--- config.mk ---
export PLATFORM = sky130hd
export DESIGN_NAME = plm_link_ctrl
export DESIGN_NICKNAME = d
export VERILOG_FILES = /design/src/core/plm_pkg.sv /design/src/core/plm_link_ctrl.sv
export SDC_FILE = /design/constraint.sdc
export NUM_CORES = 1
export LEC_CHECK = 0
export CAP_MARGIN = 0
export CORE_MARGIN = 2
export CORE_UTILIZATION = 55
export CTS_BUF_LIST = sky130_fd_sc_hd__clkbuf_2
export DETAILED_ROUTE_END_ITERATION = 16
export DONT_BUFFER_PORTS = 1
export GPL_ROUTABILITY_DRIVEN = 0
export PLACE_DENSITY = 0.78
export SYNTH_ARGS = -nofsm -noshare
export SYNTH_HDL_FRONTEND = slang
export SYNTH_SLANG_ARGS = --single-unit
--- constraint.sdc ---
create_clock -name clock_i -period 2.6 [get_ports clock_i]
set_clock_uncertainty 0.1 [all_clocks]
set_input_delay 0.26 -clock clock_i [delete_from_list [all_inputs] [get_ports clock_i]]
set_output_delay 0.26 -clock clock_i [all_outputs]
set_load 0.01 [all_outputs]
--- src/core/plm_pkg.sv ---
package plm_pkg;

    // Clock rate of the PHY logic clock.
    localparam int unsigned CLK_HZ          = 25000000;
    // Break-link wait before negotiation restarts, in milliseconds.
    localparam int unsigned BREAK_LINK_MS   = 1200;
    localparam longint unsigned BREAK_LINK_CYC =
        (longint'(BREAK_LINK_MS) * CLK_HZ) / 1000;

    // Control register 0 field positions.
    localparam int unsigned CTL_DUPLEX_BIT  = 8;
    localparam int unsigned CTL_RESTART_BIT = 9;
    localparam int unsigned CTL_ANEG_EN_BIT = 12;
    localparam int unsigned CTL_SPEED_BIT   = 13;

    // Expansion register 6 field positions.
    localparam int unsigned EXP_LP_ANEG_BIT = 0;
    localparam int unsigned EXP_PDF_BIT     = 4;
    localparam logic [15:0] EXP_RESET       = 16'h0000;

    // Partner ability register 5 layout.
    localparam int unsigned LPA_10HD_BIT    = 5;
    localparam int unsigned LPA_100HD_BIT   = 7;
    localparam logic [15:0] LPA_RESET       = 16'h0000;
    localparam logic [4:0]  LPA_SELECTOR    = 5'h01;

    // Crossover control register 27 bit 15 disables crossover.
    localparam int unsigned XOVR_DIS_BIT    = 15;

    // Transmit status word no-carrier bit.
    localparam int unsigned TXS_NOCARR_BIT  = 10;

    // Advertised ability field position in register 4.
    localparam int unsigned ADV_LO_BIT      = 5;

    typedef enum logic [1:0] {
        PLM_10HD,
        PLM_10FD,
        PLM_100HD,
        PLM_100FD
    } plm_mode_e;

    typedef enum {
        PLM_ST_IDLE,
        PLM_ST_BREAK,
        PLM_ST_NEG,
        PLM_ST_LINK
    } plm_state_e;

    // Line-side activity indications.
    typedef struct packed {
        logic flp_seen;
        logic mlt3_seen;
        logic nlp_seen;
        logic signal_ok;
        logic pd_fault;
    } plm_line_s;

    // Resolved operating mode.
    typedef struct packed {
        logic speed100;
        logic full_dup;
    } plm_oper_s;

endpackage : plm_pkg

--- src/core/plm_link_ctrl.sv ---
`timescale 1ns/1ps
// Notes on behaviour
// - No FLPs: speed from symbols, half duplex.
// - Parallel-detected link clears register 6 bit 0.
// - Parallel detection fault sets register 6 bit 4.
// - Register 5 holds partner ability, speed.
// - Writing restart bit starts a new negotiation.
// - Loss of received signal restarts negotiation.
// - Restart halts traffic, waits break-link timer.
// - Negotiation off forces speed bit13, duplex bit8.
// - Forced bits ignored while negotiation enabled.
// - Half duplex: carrier on tx/rx, collision.
// - Full duplex: carrier on rx only, no collision.
// - Carrier low transmitting in full duplex, or in any mode when halted or link down.
// - Active carrier follows line activity.
// - Carrier drives transmit status no-carrier bit.
// - Crossover matches pairs to partner wiring.
// - Register 27.15 or pin disables crossover.
// - Crossover disabled: pair pin selects pairs.
// - Resolve highest common mode by priority.
// - Ability writes need restart to advertise.
module plm_link_ctrl #(
    parameter longint unsigned BREAK_CYC = plm_pkg::BREAK_LINK_CYC
) (
    input  wire logic              clock_i,
    input  wire logic              rst_n_i,
    input  wire logic [15:0]       ctrl_reg_i,
    input  wire logic              ctrl_wr_i,
    input  wire logic [3:0]        adv_ability_i,
    input  wire logic [3:0]        lp_ability_i,
    input  wire logic              lp_ability_vld_i,
    input  wire plm_pkg::plm_line_s line_i,
    input  wire logic              tx_active_i,
    input  wire logic              rx_active_i,
    input  wire logic              xovr_reg_i,
    input  wire logic              crossover_enable_pin,
    input  wire logic              pair_assignment_pin,
    input  wire logic              partner_swapped_i,
    output logic [15:0]            lp_ability_reg_o,
    output logic [15:0]            expansion_reg_o,
    output plm_pkg::plm_oper_s     oper_o,
    output logic                   link_up_o,
    output logic                   halt_o,
    output logic                   carrier_o,
    output logic                   collision_o,
    output logic                   tx_no_carrier_o,
    output logic                   pair_swap_o
);

    plm_pkg::plm_state_e state_r, state_nxt;
    logic [31:0]         cnt_r, cnt_nxt;
    logic [15:0]         lpa_r, lpa_nxt;
    logic [15:0]         exp_r, exp_nxt;
    plm_pkg::plm_oper_s  oper_r, oper_nxt;
    logic                link_r, link_nxt;
    logic                halt_r, halt_nxt;
    logic                crs_r, crs_nxt;
    logic                col_r, col_nxt;
    logic                nocar_r, nocar_nxt;
    logic                swap_r, swap_nxt;
    logic                rst_req;
    logic                aneg_en;
    logic [3:0]          common;

    assign rst_req = ctrl_wr_i && ctrl_reg_i[plm_pkg::CTL_RESTART_BIT];
    assign aneg_en = ctrl_reg_i[plm_pkg::CTL_ANEG_EN_BIT];
    assign common  = adv_ability_i & lp_ability_i;

    always_comb begin
        state_nxt = state_r;
        cnt_nxt   = cnt_r;
        lpa_nxt   = lpa_r;
        exp_nxt   = exp_r;
        oper_nxt  = oper_r;
        link_nxt  = link_r;
        halt_nxt  = 1'b0;
        if (line_i.pd_fault && aneg_en && !line_i.flp_seen) begin
            exp_nxt[plm_pkg::EXP_PDF_BIT] = 1'b1;
        end
        if (lp_ability_vld_i) begin
            lpa_nxt = {7'h00, lp_ability_i, plm_pkg::LPA_SELECTOR};
        end
        if (!aneg_en) begin
            oper_nxt.speed100 = ctrl_reg_i[plm_pkg::CTL_SPEED_BIT];
            oper_nxt.full_dup = ctrl_reg_i[plm_pkg::CTL_DUPLEX_BIT];
            link_nxt  = line_i.signal_ok;
            state_nxt = plm_pkg::PLM_ST_IDLE;
        end else if (rst_req) begin
            state_nxt = plm_pkg::PLM_ST_BREAK;
            cnt_nxt   = 32'h0000_0000;
            link_nxt  = 1'b0;
            halt_nxt  = 1'b1;
        end else begin
            case (state_r)
                plm_pkg::PLM_ST_IDLE: begin
                    state_nxt = plm_pkg::PLM_ST_NEG;
                    link_nxt  = 1'b0;
                end
                plm_pkg::PLM_ST_BREAK: begin
                    halt_nxt = 1'b1;
                    cnt_nxt  = cnt_r + 32'h0000_0001;
                    if (cnt_r >= 32'(BREAK_CYC - 1)) begin
                        state_nxt = plm_pkg::PLM_ST_NEG;
                        halt_nxt  = 1'b0;
                    end
                end
                plm_pkg::PLM_ST_NEG: begin
                    if (line_i.flp_seen && lp_ability_vld_i) begin
                        state_nxt = plm_pkg::PLM_ST_LINK;
                        link_nxt  = 1'b1;
                        exp_nxt[plm_pkg::EXP_LP_ANEG_BIT] = 1'b1;
                        if (common[3]) begin
                            oper_nxt = '{speed100: 1'b1, full_dup: 1'b1};
                        end else if (common[2]) begin
                            oper_nxt = '{speed100: 1'b1, full_dup: 1'b0};
                        end else if (common[1]) begin
                            oper_nxt = '{speed100: 1'b0, full_dup: 1'b1};
                        end else if (common[0]) begin
                            oper_nxt = '{speed100: 1'b0, full_dup: 1'b0};
                        end else begin
                            state_nxt = plm_pkg::PLM_ST_NEG;
                            link_nxt  = 1'b0;
                        end
                    end else if (!line_i.flp_seen &&
                                 (line_i.mlt3_seen || line_i.nlp_seen)) begin
                        state_nxt = plm_pkg::PLM_ST_LINK;
                        link_nxt  = 1'b1;
                        oper_nxt.speed100 = line_i.mlt3_seen;
                        oper_nxt.full_dup = 1'b0;
                        exp_nxt[plm_pkg::EXP_LP_ANEG_BIT] = 1'b0;
                        lpa_nxt = plm_pkg::LPA_RESET;
                        lpa_nxt[4:0] = plm_pkg::LPA_SELECTOR;
                        if (line_i.mlt3_seen) begin
                            lpa_nxt[plm_pkg::LPA_100HD_BIT] = 1'b1;
                        end else begin
                            lpa_nxt[plm_pkg::LPA_10HD_BIT] = 1'b1;
                        end
                    end
                end
                plm_pkg::PLM_ST_LINK: begin
                    if (!line_i.signal_ok) begin
                        state_nxt = plm_pkg::PLM_ST_NEG;
                        link_nxt  = 1'b0;
                    end
                end
                default: begin
                    state_nxt = plm_pkg::PLM_ST_IDLE;
                end
            endcase
        end
    end

    always_comb begin
        if (oper_r.full_dup) begin
            crs_nxt = rx_active_i && !tx_active_i;
            col_nxt = 1'b0;
        end else begin
            crs_nxt = rx_active_i || tx_active_i;
            col_nxt = rx_active_i && tx_active_i;
        end
        if (halt_r || !link_r) begin
            crs_nxt = 1'b0;
            col_nxt = 1'b0;
        end
        nocar_nxt = tx_active_i && !crs_nxt;
        if (xovr_reg_i || !crossover_enable_pin) begin
            swap_nxt = pair_assignment_pin;
        end else if (!link_r) begin
            swap_nxt = partner_swapped_i;
        end else begin
            swap_nxt = swap_r;
        end
    end

    always_ff @(posedge clock_i or negedge rst_n_i) begin
        if (!rst_n_i) begin
            state_r <= plm_pkg::PLM_ST_IDLE;
            cnt_r   <= 32'h0000_0000;
            lpa_r   <= plm_pkg::LPA_RESET;
            exp_r   <= plm_pkg::EXP_RESET;
            oper_r  <= '{speed100: 1'b0, full_dup: 1'b0};
            link_r  <= 1'b0;
            halt_r  <= 1'b0;
            crs_r   <= 1'b0;
            col_r   <= 1'b0;
            nocar_r <= 1'b0;
            swap_r  <= 1'b0;
        end else begin
            state_r <= state_nxt;
            cnt_r   <= cnt_nxt;
            lpa_r   <= lpa_nxt;
            exp_r   <= exp_nxt;
            oper_r  <= oper_nxt;
            link_r  <= link_nxt;
            halt_r  <= halt_nxt;
            crs_r   <= crs_nxt;
            col_r   <= col_nxt;
            nocar_r <= nocar_nxt;
            swap_r  <= swap_nxt;
        end
    end

    assign lp_ability_reg_o = lpa_r;
    assign expansion_reg_o  = exp_r;
    assign oper_o           = oper_r;
    assign link_up_o        = link_r;
    assign halt_o           = halt_r;
    assign carrier_o        = crs_r;
    assign collision_o      = col_r;
    assign tx_no_carrier_o  = nocar_r;
    assign pair_swap_o      = swap_r;

endmodule : plm_link_ctrl

==> impl_metrics.toml <==
[timing]
hold_viol = 0
finalSetupViolCount = 0
finalMaxSlewViolations = 0
rsz0062_at_grt = "false"
tns_ns = 0
fin_ws_ns = 0.418
fin_crit_sh = 0.839
slew-limit-headroom = 0.570
min_period_ns = 2.18
holdWs_ns = 0.0294
tightest_slew_ns = 0.641
fmax_mhz = 458

[global_routing]
grt_pass1_vias = 2517
grt_max_degree = 61
antenna_found_initial = 0
grt_use_total = 0.244
grt_overflow = 0
grt_pass1_wl_um = 12200

[die]
initial_core_util = 0.565
core_sq_um = 5890
dieArea_sq_um = 6680
io_pins = 79
die_w_um = 81.7
chipHeight_um = 81.7
num_rows = 28

[route]
wl_um = 7580
drt-initial-drc-count = 229
drtPass1Iterations = 4
antenna_left = 0
routed_via_density = 6.06
wl_per_cell_um = 17.1
drcViolationCount = 0
num_vias = 2679

[place]
io_buffer_count = 0
post-place-cells = 401
dpl_cell_area_sq_um = 3310
dp_hpwl_um = 4720
pre_cts_slack_ns = 0.496

[clock_tree]
root_buffer = "clkbuf_2"
clkLatencyLatePin_ns = 0.52
cts_htree_levels = 3
cts_buffers = 9
cts_tree = "built"
cts_max_path_buffers = 2
cts.sinks = 60
post_cts_buffers = 0
path_clk_slew_ns = 0.18
cts_resized = 0

[power]
p_per_area_nw_per_um2 = 488
p_total_mw = 1.80
vdd_drop_max_uv = 300
p_leak_nw = 1.68

[finish]
num_antenna_cells = 0
fillers = 484
final_util = 0.628
fin_nets = 402
ff_latch_area_sq_um = 1500
multi_input_area_sq_um = 1660
final_area_sq_um = 3690
area_growth_pct = 11.1
drive_above_1_share = 0.0899
instances_no_fill = 442

[critical_path]
end_kind = "flop"
critPathKind = "reg -> reg"
worstPathMaxFanout = 8
cp.arrival_ns = 2.49
cp-start-kind = "flop"
crit_required_ns = 2.91

[logic_synthesis]
async_flop_share = 1.00
avgSynthCellArea_sq_um = 9.81
synth.top_cell.area_share = 0.452
synthFlopType = "dfrtp_1"
yosys.area.top_type = "dfrtp_1"
yosys-top-cells-area = "dfrtp_1, mux2i_1, nand2_1"
synth_cell_types = 55
syn-cell-area_sq_um = 3320
ys_seq_area_frac = 0.452
synth_warnings = 0
syn_inst = 339
ys_ff_latch = 60
synth_edf_count = 0

[run]
cap_violations = 0

[worst_hold_path]
min_path_type = "in -> reg"

[outcome]
status = "finished, final reports clean"
[cell families (layout without fill, tap and decap cells)]
kind of cell,count (synthesis),in the layout,share of synthesized area
AND/OR/NAND/NOR,152,152,0.273
AO/OA/AOI/OAI,67,67,0.146
flip-flops,60,60,0.452
buffers and inverters,38,53,0.0632
multiplexers,20,20,0.0613
adder cells (fa/ha/maj),1,1,0.00376
other,1,14,0.00113
[Yosys cell counts, drive strengths merged (4+ instances only)]
cell,count
nand2,35
dfrtp,60
clkbuf,8
or3,6
buf,21
nand4,7
or4,5
nand3,11
nor4,14
a22o,5
nand2b,14
nor2,15
nor2b,6
inv,9
a31oi,4
o21ai,16
nor3,6
o31ai,4
mux2i,17
and3,10
a21oi,10
and2,16
and4,4
[registers in the layout, summed over array words and instances (netlist names)]
signal and cells:
tx_no_carrier_o 1, link_up_o 1, state_r 2, lp_ability_reg_o 16, collision_o 1, cnt_r 32
oper_o 2, carrier_o 1, pair_swap_o 1, halt_o 1, expansion_reg_o 2
[final timing paths]
kind,from,to,slack (ns),cells past startpoint
max in group asynchronous,rst_n_i,cnt_r[17],1.95,2
min in group asynchronous,rst_n_i,oper_o[0],0.14,2
hold / removal,line_i[1],link_up_o,0.03,3
setup reg to reg,state_r[1],lp_ability_reg_o[5],0.42,5
hold reg to reg,cnt_r[6],cnt_r[6],0.40,1
setup / recovery,state_r[1],lp_ability_reg_o[5],0.42,5
[cell usage in the layout, fill, tap and decap left out, drive strengths merged, types with 2 or more instances in the layout]
cell type	n
and4	4
o2111ai	2
a31oi	4
inv	9
conb	14
nand2	35
or4	5
and2	16
nor3	6
a311oi	2
o31ai	4
dlygate4sd3	24
clkinv	4
buf	4
nand3	11
o22ai	3
a21oi	10
nor2	15
a41o	3
mux2	3
nor4b	2
nor2b	6
nand4	7
dfrtp	60
o21ai	16
mux2i	17
a31o	2
or3	6
a211oi	2
a21o	3
nand2b	14
clkinvlp	2
and3	10
nor4	14
a22o	5
clkbuf	9
[critical path: stages (launching register included)]
cell and delay, ns:
dfrtp_1 0.43, nor2b_1 0.31, nor4b_4 0.46, nand2_1 0.09, dlygate4sd3_1 0.59, o21a_1 0.12
[final cells by class]
type / instances / share of cell area
Clock buffer: 9 / 0.0122
Inverter: 9 / 0.00915
Clock inverter: 7 / 0.0183
Tap cell: 75 / 0.0254
Timing Repair Buffer: 28 / 0.0786
Multi-Input combinational cell: 254 / 0.450
Sequential cell: 60 / 0.407
[layer usage]
layer	vias up	track usage	part of all wire
met5	-	0	0
met4	0	0.135	0.038
met3	28	0.0407	0.039
met2	81	0.402	0.49
met1	1306	0.305	0.43
li1	1264	-	-
[power breakdown]
part,internal [mW],total [mW],switching (mW)
Sequential,0.967,1.01,0.0428
Clock,0.216,0.593,0.377
Combinational,0.0908,0.198,0.108
Total,1.27,1.80,0.527
[repair_timing]
item	4_1_cts	5_1_grt
endpoints found under the setup margin	0	0
hold endpoints to repair	88	0
hold buffers	25	0
No activity file was read; power rests on OpenSTA's default activity.
